## src/design/mbc_pkg.sv

```systemverilog
// Functional notes
// - Host drives the 8-bit device number on the byte lines before select.
// - Host-to-device byte lines are active low on the bus.
// - Host then raises select strobe to mark the byte as an address.
// - On reply host drops select and number; controller then drops reply.
// - Read request to selected controller: it drives data byte and raises reply.
// - Host drops read request after storing; controller drops reply and data.
// - Host aborts and flags overflow if no reply within 50 to 100 us.
// - For write, host places data byte then raises write strobe.
// - On write reply host drops strobe and data; controller drops reply.
// - Status request to selected controller: it drives status byte and replies.
// - Host stores status byte and copies bits 4..7 into condition code.
// - Host drops status request; controller drops reply and status byte.
package mbc_pkg;
  // Register offsets
  localparam logic [11:0] REG_CMD    = 12'h000;
  localparam logic [11:0] REG_DATA   = 12'h004;
  localparam logic [11:0] REG_RESULT = 12'h008;
  localparam logic [11:0] REG_IRQST  = 12'h00C;
  localparam logic [11:0] REG_IRQEN  = 12'h010;
  localparam logic [11:0] REG_IRQCLR = 12'h014;
  // Command register fields
  localparam int CMD_OP_LSB  = 8;
  localparam int CMD_GO_BIT  = 31;
  // Result register fields
  localparam int RES_CC_LSB  = 8;
  localparam int RES_BUSY    = 16;
  localparam int RES_TOUT    = 17;
  // Interrupt status bits
  localparam int IRQ_DONE    = 0;
  localparam int IRQ_TOUT    = 1;
  // Timeout: the reply must come within 50 us; abort at 75 us, inside 50..100
  localparam int  TIMEOUT_NS     = 75000;
  localparam int  CLK_PERIOD_NS  = 10;
  localparam int  TIMEOUT_CYCLES = TIMEOUT_NS / CLK_PERIOD_NS;
  // Bus operations
  typedef enum logic [1:0] {
    OP_READ   = 2'b00,
    OP_WRITE  = 2'b01,
    OP_STATUS = 2'b10,
    OP_SELECT = 2'b11
  } mbc_op_t;
  typedef enum logic [2:0] {
    ST_IDLE    = 3'b000,
    ST_ADDR    = 3'b001,
    ST_ADDROFF = 3'b010,
    ST_XFER    = 3'b011,
    ST_XFEROFF = 3'b100
  } mbc_state_t;
endpackage

```

## src/design/mbc_host.sv

```systemverilog
`timescale 1ns/1ps
`default_nettype none
module mbc_host #(
  parameter int TIMEOUT = mbc_pkg::TIMEOUT_CYCLES
) (
  input  wire logic        clk,
  input  wire logic        srst,
  input  wire logic        psel,
  input  wire logic        penable,
  input  wire logic        pwrite,
  input  wire logic [11:0] paddr,
  input  wire logic [31:0] pwdata,
  output logic [31:0]      prdata,
  output logic             pready,
  output logic             pslverr,
  output logic             irq,
  output logic [7:0]       hostToDeviceLines_n,
  output logic             selectStrobe,
  output logic             readRequest,
  output logic             writeStrobe,
  output logic             statusRequest,
  output logic             systemClearLine,
  input  wire logic [7:0]  deviceToHostLines_n,
  input  wire logic        handshakeReply
);
  import mbc_pkg::*;

  // Register map seen by software, one aligned word each:
  //   CMD    wr: [7:0] device number, [9:8] operation, bit30 system clear pulse, bit31 go
  //          rd: operation and device number of the last accepted command
  //   DATA   wr: [7:0] byte for the next write operation; rd: that byte
  //   RESULT ro: [7:0] byte returned by a read or status operation
  //              [11:8] condition code, the upper half of the last status byte
  //              bit16 busy, bit17 the last operation ended without a reply
  //   IRQST  ro: bit0 operation done, bit1 reply timeout; sticky
  //   IRQEN  rw: same layout, gates the level interrupt
  //   IRQCLR wo: a one clears the matching sticky bit
  // CMD and DATA writes are ignored while busy, so a running transfer never sees
  // its device number or data byte change underneath it.
  //
  // Operation flow on the device side:
  //   IDLE    -> ADDR    : device number placed on the byte lines
  //   ADDR    -> ADDROFF : select strobe raised, reply seen, strobe and number dropped
  //   ADDROFF -> XFER    : reply gone; for a write the data byte is placed now
  //   XFER    -> XFEROFF : request raised, reply seen, read or status byte captured, request dropped
  //   XFEROFF -> IDLE    : reply gone, operation done
  // One reply timer, started at go, spans all phases; running out aborts to IDLE with the
  // timeout flag set, so a missing or dead device never locks the sequencer.
  // Limitation: a device that keeps its reply up after the abort is not
  // disconnected here; software should pulse system clear before retrying.

  mbc_state_t  state_q;
  mbc_op_t     op_q;
  logic [7:0]  devNum_q;
  logic [7:0]  wrData_q;
  logic [7:0]  rdData_q;
  logic [3:0]  condCode_q;
  logic        timeout_q;
  logic [1:0]  irqSt_q;
  logic [1:0]  irqEn_q;
  logic        clrReq_q;
  logic [31:0] timer_q;
  logic        doneEv;
  logic        toutEv;
  logic        busWr;
  logic        busRd;
  logic        go;
  logic        timerHit;
  logic [1:0]  irqSet;

  assign busWr = psel && penable && pwrite;
  assign busRd = psel && !penable && !pwrite;
  assign go    = busWr && paddr == REG_CMD && pwdata[CMD_GO_BIT] && state_q == ST_IDLE;
  assign timerHit = timer_q >= TIMEOUT[31:0] - 32'h00000001;

  // Slave answers in the access cycle itself; every address is mapped or reads zero
  always_ff @(posedge clk) begin
    if (srst) begin
      pready  <= 1'b0;
      pslverr <= 1'b0;
    end else begin
      pready  <= psel && !penable;
      pslverr <= 1'b0;
    end
  end

  // Read data is prepared during setup so it stands at the access edge
  always_ff @(posedge clk) begin
    if (srst) begin
      prdata <= 32'h00000000;
    end else if (busRd) begin
      unique case (paddr)
        REG_DATA:   prdata <= {24'h000000, wrData_q};
        REG_RESULT: prdata <= {14'h0000, timeout_q, state_q != ST_IDLE, 4'h0, condCode_q, rdData_q};
        REG_IRQST:  prdata <= {30'h00000000, irqSt_q};
        REG_IRQEN:  prdata <= {30'h00000000, irqEn_q};
        REG_CMD:    prdata <= {16'h0000, 6'h00, op_q, devNum_q};
        default:    prdata <= 32'h00000000;
      endcase
    end
  end

  // Software writes: command fields, data, enable and system clear request
  always_ff @(posedge clk) begin
    if (srst) begin
      op_q     <= OP_SELECT;
      devNum_q <= 8'h00;
      wrData_q <= 8'h00;
      irqEn_q  <= 2'h0;
      clrReq_q <= 1'b0;
    end else begin
      clrReq_q <= 1'b0;
      if (busWr && paddr == REG_CMD && state_q == ST_IDLE) begin
        devNum_q <= pwdata[7:0];
        op_q     <= mbc_op_t'(pwdata[CMD_OP_LSB +: 2]);
        clrReq_q <= pwdata[30];
      end
      if (busWr && paddr == REG_DATA && state_q == ST_IDLE) begin
        wrData_q <= pwdata[7:0];
      end
      if (busWr && paddr == REG_IRQEN) begin
        irqEn_q <= pwdata[1:0];
      end
    end
  end

  // Handshake sequencer; select phase then, for read, write and status, one data phase, each fully interlocked
  always_ff @(posedge clk) begin
    if (srst) begin
      state_q             <= ST_IDLE;
      hostToDeviceLines_n <= 8'hFF;
      selectStrobe        <= 1'b0;
      readRequest         <= 1'b0;
      writeStrobe         <= 1'b0;
      statusRequest       <= 1'b0;
      rdData_q            <= 8'h00;
      condCode_q          <= 4'h0;
      timeout_q           <= 1'b0;
    end else begin
      unique case (state_q)
        ST_IDLE: begin
          if (go) begin
            // Number goes out first, strobe follows one cycle later
            hostToDeviceLines_n <= ~pwdata[7:0];
            timeout_q           <= 1'b0;
            state_q             <= ST_ADDR;
          end
        end
        ST_ADDR: begin
          selectStrobe <= 1'b1;
          if (selectStrobe && handshakeReply) begin
            selectStrobe        <= 1'b0;
            hostToDeviceLines_n <= 8'hFF;
            state_q             <= ST_ADDROFF;
          end else if (timerHit) begin
            selectStrobe        <= 1'b0;
            hostToDeviceLines_n <= 8'hFF;
            timeout_q           <= 1'b1;
            state_q             <= ST_IDLE;
          end
        end
        ST_ADDROFF: begin
          // Wait for the reply to fall before any data request
          if (!handshakeReply) begin
            if (op_q == OP_SELECT) begin
              state_q <= ST_IDLE;
            end else begin
              if (op_q == OP_WRITE) begin
                hostToDeviceLines_n <= ~wrData_q;
              end
              state_q <= ST_XFER;
            end
          end else if (timerHit) begin
            timeout_q <= 1'b1;
            state_q   <= ST_IDLE;
          end
        end
        ST_XFER: begin
          readRequest   <= op_q == OP_READ;
          writeStrobe   <= op_q == OP_WRITE;
          statusRequest <= op_q == OP_STATUS;
          if ((readRequest || writeStrobe || statusRequest) && handshakeReply) begin
            if (op_q != OP_WRITE) begin
              // Return byte is active low as well; stored in true polarity
              rdData_q <= ~deviceToHostLines_n;
            end
            if (op_q == OP_STATUS) begin
              condCode_q <= ~deviceToHostLines_n[7:4];
            end
            readRequest         <= 1'b0;
            writeStrobe         <= 1'b0;
            statusRequest       <= 1'b0;
            hostToDeviceLines_n <= 8'hFF;
            state_q             <= ST_XFEROFF;
          end else if (timerHit) begin
            readRequest         <= 1'b0;
            writeStrobe         <= 1'b0;
            statusRequest       <= 1'b0;
            hostToDeviceLines_n <= 8'hFF;
            timeout_q           <= 1'b1;
            state_q             <= ST_IDLE;
          end
        end
        ST_XFEROFF: begin
          if (!handshakeReply || timerHit) begin
            timeout_q <= handshakeReply;
            state_q   <= ST_IDLE;
          end
        end
        default: state_q <= ST_IDLE;
      endcase
    end
  end

  // Reply timer clears only in IDLE or on go; it runs on across all phases of an operation
  always_ff @(posedge clk) begin
    if (srst) begin
      timer_q <= 32'h00000000;
    end else if (state_q == ST_IDLE || go) begin
      timer_q <= 32'h00000000;
    end else begin
      timer_q <= timer_q + 32'h00000001;
    end
  end

  // Pulse system clear for one cycle on request; it drops every selection latch
  always_ff @(posedge clk) begin
    if (srst) begin
      systemClearLine <= 1'b0;
    end else begin
      systemClearLine <= clrReq_q;
    end
  end

  assign doneEv = state_q != ST_IDLE && ((state_q == ST_XFEROFF && !handshakeReply) ||
                  (state_q == ST_ADDROFF && !handshakeReply && op_q == OP_SELECT));
  // Timeout event mirrors exactly the abort branches of the sequencer:
  // a reply, or in ADDROFF and XFEROFF its fall, seen in the same cycle as the timer end counts as success
  assign toutEv = timerHit && (
                  (state_q == ST_ADDR && !(selectStrobe && handshakeReply)) ||
                  (state_q == ST_ADDROFF && handshakeReply) ||
                  (state_q == ST_XFER && !((readRequest || writeStrobe || statusRequest) && handshakeReply)) ||
                  (state_q == ST_XFEROFF && handshakeReply));

  // Event sources gathered by bit position
  assign irqSet[IRQ_DONE] = doneEv;
  assign irqSet[IRQ_TOUT] = toutEv;

  // Sticky events, one flop per bit; a set in the same cycle as a clear wins
  for (genvar g = 0; g < 2; g++) begin : g_irq
    always_ff @(posedge clk) begin
      if (srst) begin
        irqSt_q[g] <= 1'b0;
      end else if (irqSet[g]) begin
        irqSt_q[g] <= 1'b1;
      end else if (busWr && paddr == REG_IRQCLR && pwdata[g]) begin
        irqSt_q[g] <= 1'b0;
      end
    end
  end

  always_ff @(posedge clk) begin
    if (srst) begin
      irq <= 1'b0;
    end else begin
      irq <= |(irqSt_q & irqEn_q);
    end
  end
endmodule // mbc_host
`default_nettype wire

```

## config.mk

```make
export PLATFORM = sky130hd
export DESIGN_NAME = mbc_host
export DESIGN_NICKNAME = d
export VERILOG_FILES = /design/src/design/mbc_pkg.sv /design/src/design/mbc_host.sv
export SDC_FILE = /design/constraint.sdc
export NUM_CORES = 1
export LEC_CHECK = 0
export BUFFER_PORTS_ARGS = -buffer_cell sky130_fd_sc_hd__buf_2
export CORE_UTILIZATION = 54
export CTS_CLUSTER_SIZE = 8
export DETAILED_ROUTE_END_ITERATION = 10
export HOLD_SLACK_MARGIN = 0.12
export PLACE_DENSITY = 0.88
export RECOVER_POWER = 50
export SYNTH_ARGS = -nofsm -noshare
export SYNTH_HDL_FRONTEND = slang
export SYNTH_SLANG_ARGS = --single-unit
export TNS_END_PERCENT = 100
```

## constraint.sdc

```tcl
create_clock -name clk -period 2.2 [get_ports clk]
set_input_delay 0.44 -clock clk [delete_from_list [all_inputs] [get_ports clk]]
set_output_delay 0.44 -clock clk [all_outputs]
set_load 0.005 [all_outputs]
```

==> flow_metrics.py <==
metrics = {
    "clock_tree": {
        "clk_latency_ps": 390,
        "clock_path_buffers": 2,
        "cts_num_sinks": 100,
        "htreeDepth": 3,
        "cts_resized": 0,
        "post_cts_buffers": 0,
        "cts_tree": "yes",
        "hold_buffers": 0,
        "numCtsBuffers": 9,
        "clk_pin_slew_ps": 110,
        "cts_root_buf": "clkbuf_8",
    },
    "finish": {
        "fin_nets": 679,
        "regArea_mm2": 0.00200,
        "multi_input_area_mm2": 0.00247,
        "final_layout_size_suffix_gt1_share_pct": 16.5,
        "instances_no_fill": 730,
        "n_fill_cell": 703,
        "layout_commonest_cell": "nor2_1",
        "diodes": 0,
        "layout_common_cells": "nor2_1, dfxtp_1, buf_2",
        "area_delta_synth_final_pct": 12.4,
    },
    "place": {
        "placedCellCount": 714,
        "dp_hpwl_um": 7980,
        "numPortBuffers": 66,
        "gp_congestion": 0.918,
    },
    "timing": {
        "slew_viol_final": 0,
        "rsz0062_at_grt": "no",
        "max-slew-margin-rel_pct": 8.65,
        "period_needed_ps": 2080,
        "final-hold-violation-count": 0,
        "finClkSkew_ps": 17.5,
        "setup_violations": 0,
        "fmax_ghz": 0.481,
        "tightest_slew_ps": 1370,
        "fin_crit_sh_pct": 94.6,
    },
    "pwr": {
        "p_clk_share_pct": 36.7,
        "ir_drop_mv": 0.375,
        "leakagePower_nw": 1.93,
        "p_sw_share_pct": 25.6,
        "pwr_density_cell_mw_per_mm2": 580,
        "total_power_mw": 3.08,
        "p_switching_uw": 787,
        "internal_power_mw": 2.29,
        "seqPwrFrac_pct": 58.9,
        "combinationalPowerShare_pct": 4.5,
    },
    "global_route": {
        "grt_pass1_vias": 3898,
        "overflow": 0,
        "grt_max_degree": 40,
        "grt_pass1_wl_um": 18100,
        "grt_antenna_before_repair": 0,
        "grt_use_total_pct": 25.4,
    },
    "hold_path": {
        "hold_start": "deviceToHostLines_n[2]",
        "hold_depth": 2,
        "min_to": "rdData_q[2]$_SDFFE_PP0P_",
        "min_path_type": "input pin to register",
    },
    "routing": {
        "drtAntennaViolNets": 0,
        "wl_per_cell_um": 15.1,
        "drtIter0Drc": 272,
        "dr_total_vias": 4251,
        "drtPass1Iterations": 5,
        "drc": 0,
        "viasPerCell": 5.82,
        "routed_wl_um": 11000,
    },
    "yosys": {
        "yosysSeqAreaShare_pct": 42.4,
        "synth-seq-cells": 100,
        "syn-instance-count": 548,
        "avgSynthCellArea_um2": 8.61,
        "synth_edf_count": 0,
        "synthFlopType": "dfxtp_1",
        "yosysWarnings": 0,
        "netlist_area_mm2": 0.00472,
        "ys_types": 55,
        "async_flop_share_pct": 0,
    },
    "outcome": {
        "status": "finished, final reports clean",
    },
    "die": {
        "dieArea_mm2": 0.00912,
        "pin_count": 106,
        "die_w_um": 95.5,
        "chipHeight_um": 95.5,
        "num_rows": 33,
        "core_area_mm2": 0.00834,
        "initial_utilization_pct": 56.6,
    },
    "critical_path": {
        "worst_setup_path_start_kind": "register",
        "worstPathArrival_ps": 2310,
        "path_max_fanout": 6,
        "rr_startpoint": "state_q[0]$_SDFFE_PP0P_",
        "critPathKind": "register to register",
        "crit_path_end_kind": "register",
        "rr_endpoint": "devNum_q[1]$_SDFFE_PP0P_",
        "r2r_slack_ps": 120,
        "required_ps": 2430,
        "worst_r2r_path_depth": 6,
    },
    "job": {
        "cap_violations": 0,
    },
}
==> final cells by class <==
type | instances | share of cell area (%)
Clock inverter | 7 | 1.11
Sequential cell | 100 | 37.8
Inverter | 9 | 0.637
Tap cell | 105 | 2.48
Timing Repair Buffer | 92 | 9.16
Multi-Input combinational cell | 408 | 46.5
Clock buffer | 9 | 2.34
==> Yosys cell counts, types with 8 or more instances <==
master    number  area (um^2)
and3_1         8         50.1
clkbuf_1      19         71.3
a22oi_1       18          135
inv_1          8         30.0
nor3_1         9         45.0
buf_4         23          173
xor2_1        22          193
mux2i_1       23          230
a21oi_1       23          115
a211oi_1      14          105
dfxtp_1      100         2000
nand4_1       15         93.8
nor2_1       104          390
nand2_1       36          135
o21ai_0       18         90.1
nand3_1       17         85.1
==> logic make-up (layout without fill, tap and decap cells) <==
group / Yosys count / after routing / synth area share, %
buf+inv: 58 / 117 / 6.73
compound gates: 92 / 92 / 13.1
fa+ha+maj: 1 / 1 / 0.265
xor+xnor: 29 / 29 / 5.38
simple gates: 240 / 240 / 25.7
other cells: 1 / 19 / 0.0795
mux: 27 / 27 / 6.31
flops: 100 / 100 / 42.4
==> per-stage QoR <==
| step | utilization [%] | setup TNS, ps | hold slack, ps | instance area, um^2 | setup slack [ps] |
|---|---|---|---|---|---|
| floorplan | - | 0 | 414 | 4790 | 289 |
| global placement | 61.9 | 0 | 421 | 5160 | 100 |
| detailed placement | 61.9 | -30.1 | 430 | 5160 | -30.1 |
| CTS | 64.1 | 0 | 215 | 5340 | 203 |
| global route | 63.6 | 0 | 224 | 5300 | 68.1 |
| finish | 63.6 | 0 | 225 | 5300 | 120 |
==> worst max-delay path, cell delays in order (launching register included) <==
cell and delay (ps):
dfxtp_1 330, nor3_1 510, nand2_1 200, nor4_2 310
buf_4 250, mux2i_1 260, nor2_1 70
==> registers in the layout, summed over array words and instances (netlist names), 3 cells and up <==
signal,flops
condCode_q,4
devNum_q,8
hostToDeviceLines_n,8
prdata,14
rdData_q,8
state_q,3
timer_q,32
wrData_q,8
==> power groups by stage <==
stage	clock network (mW)	logic, mW	registers [mW]
after global routing	1.20	0.151	1.81
after global placement	0	0.134	1.85
after floorplan	0	0.0911	1.85
after CTS	1.13	0.138	1.81
after detailed placement	0	0.137	1.85
final	1.13	0.137	1.81
==> per-layer routing <==
metal / share of wire [%] / vias up / GRT usage, % / wire (um)
li1: - / 2032 / - / -
met1: 45 / 1987 / 34.9 / 4920
met2: 45 / 201 / 38.0 / 4890
met3: 7.9 / 31 / 4.55 / 864
met4: 2.9 / 0 / 12.9 / 317
met5: 0 / - / 0 / 0
==> worst max-delay path by stage <==
stage | startpoint | endpoint | cells after the start
floorplan | paddr[11] | wrData_q[3]$_SDFFE_PP0P_ | 7
global placement | paddr[1] | op_q[0]$_SDFFE_PP1P_ | 7
detailed placement | paddr[1] | devNum_q[1]$_SDFFE_PP0P_ | 7
CTS | state_q[0]$_SDFFE_PP0P_ | devNum_q[1]$_SDFFE_PP0P_ | 6
global route | state_q[0]$_SDFFE_PP0P_ | devNum_q[1]$_SDFFE_PP0P_ | 6
finish | state_q[0]$_SDFFE_PP0P_ | devNum_q[1]$_SDFFE_PP0P_ | 6
Note: power is estimated with default switching activity, not from simulation.
